## src/rtl/pag_defines.vh

```
// Purpose: constants for the peripheral access guard
// Assumes: 32-bit apb, byte addressed, one aligned word per register
// Notes: definitions only
`ifndef PAG_DEFINES_VH
`define PAG_DEFINES_VH

// register byte offsets on the configuration bus
`define PAG_OFS_KEY 8'h00
`define PAG_OFS_LOCK 8'h04
`define PAG_OFS_CLKEN 8'h08
`define PAG_OFS_CLKCFG 8'h0C

// unlock sequence codes, written in this order
`define PAG_KEY_CODE1 8'hA5
`define PAG_KEY_CODE2 8'hF1

// key state encoding, as read back from the key register
`define PAG_KST_LOCKED 2'h0
`define PAG_KST_HALF 2'h1
`define PAG_KST_OPEN 2'h2

// geometry of the guarded space
`define PAG_NPERIPH 16
`define PAG_NGROUP 4
`define PAG_PIDX_MSB 15
`define PAG_PIDX_LSB 12

// reset values
`define PAG_RST_LOCK 4'h0
`define PAG_RST_CLKEN 16'h0001
`define PAG_RST_SRC 3'h0
`define PAG_RST_DIV 8'h00

// clkcfg field positions
`define PAG_CFG_SRC_LSB 0
`define PAG_CFG_DIV_LSB 8
`define PAG_CFG_APB1_BIT 16
`define PAG_CFG_APBEFF_BIT 17

// timing: core rate and the fastest ahb rate at which apb may equal ahb
`define PAG_CORE_MHZ 250
`define PAG_APB_EQ_MAX_MHZ 50
// smallest ahb divide ratio (div field + 1) that keeps ahb at or below it
`define PAG_MIN_RATIO_APB_EQ \
    ((`PAG_CORE_MHZ + `PAG_APB_EQ_MAX_MHZ - 1) / `PAG_APB_EQ_MAX_MHZ)

`endif

```

## src/rtl/pag_guard.v

```verilog
// Purpose: lock-and-key write protection and clock gating for peripherals
// Assumes: guarded bus and config bus both apb on core_clk
// Notes: peripheral index is gp_paddr[15:12], group is index / 4
// Notes: the guarded verdict is frozen at each transfer's setup edge
`timescale 1ns/1ps
`default_nettype none
`include "pag_defines.vh"

module pag_guard (
    // clock and reset
    input wire core_clk,
    input wire rst_n,
    // configuration apb slave
    input wire [7:0] paddr,
    input wire psel,
    input wire penable,
    input wire pwrite,
    input wire [31:0] pwdata,
    output wire [31:0] prdata,
    output wire pready,
    output wire pslverr,
    // guarded apb slave, from the bus fabric
    input wire [15:0] gp_paddr,
    input wire gp_psel,
    input wire gp_penable,
    input wire gp_pwrite,
    input wire [31:0] gp_pwdata,
    output wire [31:0] gp_prdata,
    output wire gp_pready,
    output wire gp_pslverr,
    // apb master toward the peripherals
    output wire [15:0] pp_psel,
    output wire pp_penable,
    output wire pp_pwrite,
    output wire [15:0] pp_paddr,
    output wire [31:0] pp_pwdata,
    input wire [31:0] pp_prdata,
    input wire pp_pready,
    input wire pp_pslverr,
    // clock control outputs
    output wire [15:0] periph_clk_en,
    output wire [2:0] ahb_src_sel,
    output wire ahb_tick,
    output wire apb_tick
);

    reg [1:0] key_state_r;
    reg [1:0] key_state_nxt;
    reg [3:0] lock_r;
    reg [15:0] clken_r;
    reg [2:0] src_r;
    reg [7:0] div_r;
    reg apb_eq_req_r;
    reg [31:0] prdata_r;
    reg [7:0] div_cnt_r;
    reg apb_phase_r;
    reg ahb_tick_r;
    reg apb_tick_r;
    reg deny_r;
    reg drop_r;

    wire cfg_setup;
    wire cfg_wr;
    wire cfg_hit;
    wire apb_eq_ok;
    wire apb_eq_eff;
    wire [3:0] pidx;
    wire [1:0] grp;
    wire periph_clk_on;
    wire grp_locked;
    wire drop_wr;
    wire deny;
    wire pass;
    wire gp_setup;
    wire deny_now;
    wire drop_now;
    wire key_wr;

    // address decode, used only for the mapping check behind pslverr
    function mapped;
        input [7:0] a;
        begin
            mapped = (a == `PAG_OFS_KEY) || (a == `PAG_OFS_LOCK) ||
                     (a == `PAG_OFS_CLKEN) || (a == `PAG_OFS_CLKCFG);
        end
    endfunction

    // smallest div+1 at which apb may equal ahb, as a 9-bit constant
    localparam integer MIN_RATIO_I = `PAG_MIN_RATIO_APB_EQ;
    localparam [8:0] MIN_RATIO = MIN_RATIO_I[8:0];

    // true when the ahb divide ratio keeps ahb slow enough
    function ratio_ok;
        input [7:0] d;
        begin
            ratio_ok = ({1'b0, d} + 9'd1) >= MIN_RATIO;
        end
    endfunction

    // one-hot select for a peripheral index
    function [15:0] onehot16;
        input [3:0] idx;
        begin
            onehot16 = 16'h0001 << idx;
        end
    endfunction

    // four neighbouring peripherals share one lock bit
    function [1:0] group_of;
        input [3:0] idx;
        begin
            group_of = idx[3:2];
        end
    endfunction

    assign cfg_setup = psel & ~penable;
    assign cfg_wr = psel & penable & pwrite;
    assign cfg_hit = mapped(paddr);
    // any write to the key register steps the sequencer
    assign key_wr = cfg_wr & (paddr == `PAG_OFS_KEY);

    // zero wait state; the read word was captured in the setup cycle
    assign pready = 1'b1;
    assign pslverr = psel & penable & ~cfg_hit;
    assign prdata = prdata_r;

    // apb may follow ahb one to one only if ahb is slow enough
    assign apb_eq_ok = ratio_ok(div_r);
    assign apb_eq_eff = apb_eq_req_r & apb_eq_ok;

    // key sequencer
    always @* begin
        key_state_nxt = key_state_r;
        if (key_wr) begin
            case (key_state_r)
                `PAG_KST_LOCKED: begin
                    if (pwdata[7:0] == `PAG_KEY_CODE1) begin
                        key_state_nxt = `PAG_KST_HALF;
                    end else begin
                        key_state_nxt = `PAG_KST_LOCKED;
                    end
                end
                `PAG_KST_HALF: begin
                    if (pwdata[7:0] == `PAG_KEY_CODE2) begin
                        key_state_nxt = `PAG_KST_OPEN;
                    end else if (pwdata[7:0] == `PAG_KEY_CODE1) begin
                        key_state_nxt = `PAG_KST_HALF;
                    end else begin
                        key_state_nxt = `PAG_KST_LOCKED;
                    end
                end
                `PAG_KST_OPEN: begin
                    key_state_nxt = `PAG_KST_LOCKED;
                end
                default: begin
                    key_state_nxt = `PAG_KST_LOCKED;
                end
            endcase
        end
    end

    // lock bits only move while the key sequencer is open
    always @(posedge core_clk or negedge rst_n) begin
        if (!rst_n) begin
            key_state_r <= `PAG_KST_LOCKED;
            lock_r <= `PAG_RST_LOCK;
            clken_r <= `PAG_RST_CLKEN;
            src_r <= `PAG_RST_SRC;
            div_r <= `PAG_RST_DIV;
            apb_eq_req_r <= 1'b0;
        end else begin
            key_state_r <= key_state_nxt;
            if (cfg_wr) begin
                case (paddr)
                    `PAG_OFS_LOCK: begin
                        if (key_state_r == `PAG_KST_OPEN) begin
                            lock_r <= pwdata[3:0];
                        end
                    end
                    `PAG_OFS_CLKEN: begin
                        clken_r <= pwdata[15:0];
                    end
                    `PAG_OFS_CLKCFG: begin
                        src_r <= pwdata[`PAG_CFG_SRC_LSB +: 3];
                        div_r <= pwdata[`PAG_CFG_DIV_LSB +: 8];
                        apb_eq_req_r <= pwdata[`PAG_CFG_APB1_BIT];
                    end
                    default: begin
                        lock_r <= lock_r;
                    end
                endcase
            end
        end
    end

    // read word captured in setup so prdata comes from a flip-flop
    always @(posedge core_clk or negedge rst_n) begin
        if (!rst_n) begin
            prdata_r <= 32'h0000_0000;
        end else if (cfg_setup) begin
            case (paddr)
                `PAG_OFS_KEY: begin
                    prdata_r <= {30'h0000_0000, key_state_r};
                end
                `PAG_OFS_LOCK: begin
                    prdata_r <= {28'h000_0000, lock_r};
                end
                `PAG_OFS_CLKEN: begin
                    prdata_r <= {16'h0000, clken_r};
                end
                `PAG_OFS_CLKCFG: begin
                    prdata_r <= {14'h0000, apb_eq_eff, apb_eq_req_r,
                                 div_r, 5'h00, src_r};
                end
                default: begin
                    prdata_r <= 32'h0000_0000;
                end
            endcase
        end
    end

    // ahb divider: one tick every div+1 cycles of core_clk
    // the count runs on core_clk; src only names the root to the fabric
    always @(posedge core_clk or negedge rst_n) begin
        if (!rst_n) begin
            div_cnt_r <= 8'h00;
            apb_phase_r <= 1'b0;
            ahb_tick_r <= 1'b0;
            apb_tick_r <= 1'b0;
        end else begin
            ahb_tick_r <= 1'b0;
            apb_tick_r <= 1'b0;
            if (div_cnt_r >= div_r) begin
                div_cnt_r <= 8'h00;
                ahb_tick_r <= 1'b1;
                apb_phase_r <= ~apb_phase_r;
                // apb ticks on every ahb tick or on every second one
                apb_tick_r <= apb_eq_eff | apb_phase_r;
            end else begin
                div_cnt_r <= div_cnt_r + 8'h01;
            end
        end
    end

    assign ahb_tick = ahb_tick_r;
    assign apb_tick = apb_tick_r;
    assign ahb_src_sel = src_r;
    assign periph_clk_en = clken_r;

    // guarded access path
    assign pidx = gp_paddr[`PAG_PIDX_MSB:`PAG_PIDX_LSB];
    assign grp = group_of(pidx);
    assign periph_clk_on = clken_r[pidx];
    assign grp_locked = lock_r[grp];
    assign gp_setup = gp_psel & ~gp_penable;
    // clock gating wins over locking: an unclocked peripheral errors
    assign deny_now = ~periph_clk_on;
    assign drop_now = periph_clk_on & gp_pwrite & grp_locked;

    // the verdict is frozen at the setup edge, so a lock or clock-enable
    // write landing mid-transfer cannot cut a peripheral's access short
    always @(posedge core_clk or negedge rst_n) begin
        if (!rst_n) begin
            deny_r <= 1'b0;
            drop_r <= 1'b0;
        end else if (gp_setup) begin
            deny_r <= deny_now;
            drop_r <= drop_now;
        end
    end

    assign deny = gp_psel & (gp_penable ? deny_r : deny_now);
    assign drop_wr = gp_psel & (gp_penable ? drop_r : drop_now);
    // reads never depend on the lock bits
    assign pass = gp_psel & ~deny & ~drop_wr;

    assign pp_psel = pass ? onehot16(pidx) : 16'h0000;
    assign pp_penable = pass & gp_penable;
    assign pp_pwrite = gp_pwrite;
    assign pp_paddr = gp_paddr;
    assign pp_pwdata = gp_pwdata;

    // dropped writes finish silently; denied accesses report an error
    assign gp_pready = pass ? pp_pready : 1'b1;
    assign gp_pslverr = pass ? pp_pslverr :
                        (deny & gp_penable);
    assign gp_prdata = pass ? pp_prdata : 32'h0000_0000;

endmodule // pag_guard
`default_nettype wire

```

## config.mk

```make
export PLATFORM = sky130hd
export DESIGN_NAME = pag_guard
export DESIGN_NICKNAME = d
export VERILOG_FILES = /design/src/rtl/pag_guard.v
export VERILOG_INCLUDE_DIRS = /design/src /design/src/rtl
export SDC_FILE = /design/constraint.sdc
export NUM_CORES = 1
export LEC_CHECK = 0
export ABC_AREA = 1
export BUFFER_PORTS_ARGS = -buffer_cell sky130_fd_sc_hd__buf_2
export CORE_MARGIN = 4
export CORE_UTILIZATION = 39
export CTS_CLUSTER_SIZE = 16
export DETAILED_ROUTE_END_ITERATION = 8
export PLACE_DENSITY = 0.78
export SKIP_LAST_GASP = 1
export SYNTH_ARGS = -nofsm -noshare
export SYNTH_HDL_FRONTEND = slang
export SYNTH_SLANG_ARGS = --single-unit
export TNS_END_PERCENT = 50
```

## constraint.sdc

```tcl
create_clock -name core_clk -period 1.5 [get_ports core_clk]
set_input_delay 0.075 -clock core_clk [delete_from_list [all_inputs] [get_ports core_clk]]
set_output_delay 0.075 -clock core_clk [all_outputs]
set_load 0.02 [all_outputs]
```

==> summary.txt <==
Run status
  – Outcome: finished, violations left
  – Violated checks: negative setup slack

Timing
  – Final setup margin: -0.540 ns
  – Minimum period implied by the final worst setup slack: 2.04 ns
  – RSZ-0062 raised after global routing: yes
  – Share of the cycle needed by the critical path after routing: 136%
  – Max-Slew Margin vs Limit: 65.8%
  – Setup violation total in the final timing report: 63
  – Transition time at the pin with the least slew margin: 0.511 ns
  – Minimum hold slack: 0.0112 ns
  – Maximum operating frequency: 490 MHz
  – Final Hold Fails: 0
  – Setup Skew: 0.00543 ns
  – Max-slew violation total from the final report: 0

Global routing
  – GR met3 Demand/Resource: 6.15%
  – Antenna violations before repair: 0
  – Via count of the first global-routing pass: 4392
  – Most Crowded Layer GR: met2
  – Global routing usage on met2: 36.8%
  – Largest net degree at the start of global routing: 66
  – Met1 usage: 25.3%
  – Global-route wire length before repair: 22100 um
  – Final global-route overflow total: 0
  – GR Util All Layers: 21.4%

Final layout
  – Most common cell after layout, fill and taps aside: nand2_1
  – Area Overhead vs Synth: 53.2%
  – Utilization after layout: 60.9%
  – Layout filler cell count: 905
  – Highest-count cells in the layout ignoring fill and taps: nand2_1 (161), buf_2 (119), inv_1 (82), buf_4 (81), dfrtp_1 (59)
  – Ant diodes: 0
  – Area used by multi-input combinational logic: 0.00217 mm^2
  – Post-layout nets: 947
  – Final design instance area without fill: 0.00660 mm^2
  – FF/Latch Area: 0.00163 mm^2
  – Layout cells sized above 1: 43.0%

Setup path
  – Slowest stage cell, crit path: dfstp_2
  – Kind of end point of the critical path: output port
  – Setup crit start kind: flip-flop
  – Cell Chain, Critical Path: nand2_1 -> nand2_1 -> nand2_1 -> nand3_2 -> nand3_4 -> nand3_4 -> nand3_4 -> buf_12 -> buf_16 -> nor2_4 -> buf_6
  – Depth of the critical timing path with buffers and inverters included: 11
  – Critical path arrival: 1.96 ns
  – Worst R2R Setup Slack: -0.21 ns
  – CP Max Fanout: 6
  – Path depth of the worst reg2reg path: 9
  – Crit Path Category: flip-flop to output port
  – Critical path buffers and inverters: 3
  – Required time at the worst-slack endpoint: 1.42 ns
  – Worst R2R End: div_cnt_r[2]
  – Gate family responsible for the most delay along the worst path: simple AND/OR/NAND/NOR gates
  – Timing endpoint of the critical path: gp_prdata[13]
  – Crit path largest cell delay: 0.53 ns
  – Startpoint of the most critical register-to-register path: div_r[3]
  – Critical path origin: periph_clk_en[0]

Detailed routing
  – DRC: 0
  – Routed wire length per instance: 14.8 um
  – DRC violation total after the first TritonRoute iteration: 279
  – Number of nets with antenna violations after routing: 0
  – DR pass1 iterations: 5
  – Drt total wl: 14100 um
  – Routed vias: 4537
  – Post-detailed-route via-to-cell ratio: 4.77

Floorplanning
  – Vertical die dimension: 113 um
  – Die Width: 113 um
  – Area enclosed by the die boundary: 0.0128 mm^2
  – Count of boundary I/O pins: 285
  – Number of placement rows: 38
  – Initial standard-cell utilization of the core: 39.8%
  – Core Area: 0.0108 mm^2

Synthesis
  – Cell count after synthesis: 598
  – Post-synthesis average cell area: 7.21 um^2
  – Share of synthesized area occupied by flip-flops and latches: 37.8%
  – Count of flip-flops with a built-in enable after synthesis: 0
  – Yosys synthesis warning count: 0
  – Synthesized cell area: 0.00431 mm^2
  – Fraction of registers with async set or reset after synthesis: 100%
  – Dominant synthesized flop cell: dfrtp_1
  – Flop and latch count out of synthesis: 65
  – Number of different library cells in the post-synthesis netlist: 35

Worst hold path
  – Origin of the worst min-delay path: pwdata[14]
  – Class of the worst hold path: primary input to flip-flop

Place
  – Estimated wirelength of the detail-placed design: 10400 um
  – Port Buffers: 166
  – Weighted congestion at the end of routability-driven global placement: 0.850
  – Placement Cell Area: 0.00560 mm^2

Clock tree
  – Clock slew at the register clock pins of the worst setup and hold paths: 0.08 ns
  – Clock sink count: 65
  – H-tree depth: 3
  – Clk Latency, worst-skew pair: 0.35 ns
  – Max Buffers Root-to-Sink: 2
  – Number of buffers created by CTS: 9
  – CTS tree: yes
  – Clock tree root driver cell: clkbuf_8

Power and ir drop
  – Leakage Power: 3.52 nW
  – IR Drop Worst-Case VDD: 0.000498 V
  – Power density relative to cell area: 729 mW/mm^2

Run
  – Number of max-capacitance violations reported: 0
cell usage after synthesis, types with 4 or more instances:
| cell type | count | share of area (%) |
|---|---|---|
| dfrtp_1 | 64 | 37 |
| nor2_1 | 52 | 4.5 |
| nand2_1 | 161 | 14 |
| nand3_1 | 12 | 1.4 |
| buf_2 | 4 | 0.46 |
| nand3_2 | 4 | 0.93 |
| clkbuf_1 | 8 | 0.70 |
| buf_4 | 64 | 11 |
| o21ai_1 | 9 | 1.0 |
| nor2_2 | 20 | 2.9 |
| buf_6 | 4 | 1.0 |
| a21oi_1 | 6 | 0.70 |
| inv_1 | 85 | 7.4 |
| nand4_1 | 8 | 1.2 |
| xor2_1 | 4 | 0.81 |
| o21ai_0 | 43 | 5.0 |
| nor3_1 | 6 | 0.70 |
| ha_1 | 11 | 3.2 |
| inv_2 | 4 | 0.35 |
| o22ai_1 | 4 | 0.58 |
worst min-delay path by stage:
stage                         to  slack, ns  cells past startpoint
2_1_floorplan     ahb_src_sel[0]      -0.22                      0
3_3_place_gp            apb_tick       0.12                      2
3_5_place_dp          prdata[15]       0.12                      2
4_1_cts                 div_r[1]      0.001                      3
5_1_grt        periph_clk_en[14]       0.01                      3
6_report       periph_clk_en[14]       0.01                      3
flip-flops by register name, summed over array words and instances (netlist names):
name	cells
div_cnt_r	8
periph_clk_en	16
ahb_src_sel	3
apb_eq_req_r	1
deny_r	1
lock_r	4
key_state_r	2
apb_phase_r	1
drop_r	1
div_r	8
ahb_tick	1
apb_tick	1
prdata	18
worst reg2reg max path, delay by kind of cell (launching register included):
family / cells / cell delay (ns)
buffers and inverters: 3 / 0.39
AO/OA/AOI/OAI: 3 / 0.38
flip-flops: 1 / 0.34
adder cells (fa/ha/maj): 1 / 0.31
AND/OR/NAND/NOR: 2 / 0.21
kinds of logic (layout without fill, tap and decap cells):
kind of cell / count (synthesis) / after routing / synth area share, %
AO/OA/AOI/OAI: 69 / 69 / 8.62
XOR/XNOR: 4 / 4 / 0.812
adder cells (fa/ha/maj): 11 / 11 / 3.19
buffers and inverters: 171 / 371 / 21.3
flip-flops: 65 / 65 / 37.8
multiplexers: 1 / 1 / 0.261
other: 2 / 15 / 0.174
AND/OR/NAND/NOR: 275 / 275 / 27.9
metal layers:
layer	vias up	wire [um]
met5	-	0
met4	0	474
met3	44	1080
met2	210	7010
met1	2095	5550
li1	2188	-
through the flow:
stage | TNS (ns) | cells | total power, mW | setup WS, ns
detailed placement | -6.69 | 915 | 2.72 | -0.162
finish | -26.51 | 951 | 4.81 | -0.540
floorplan | -4.42 | 611 | 2.56 | -0.105
CTS | -25.56 | 947 | 4.71 | -0.504
global placement | -4.41 | 915 | 2.71 | -0.129
global route | -33.42 | 951 | 5.01 | -0.663
report_power, final:
group	internal (mW)	total, mW	switching (mW)
clock	1.11	1.83	0.722
sequential	1.79	1.81	0.0201
combinational	0.516	1.17	0.656
cell type report:
class	instances	share of cell area, %
timing repair buffer	264	31.0
inverter	91	5.17
clock inverter	6	1.72
sequential	65	24.7
clock buffer	10	1.93
tap	140	2.65
multi-input combinational	375	32.8
what timing repair did:
item | in CTS | in global routing
endpoints found under the setup margin | 62 | 63
endpoints found under the hold margin | 70 | 0
hold buffers | 7 | 0
gates cloned | 3 | 2
pin swaps | 1 | 7
resized for setup | 81 | 59
setup buffers | 6 | 2
Power figures use the tool's default switching activity.
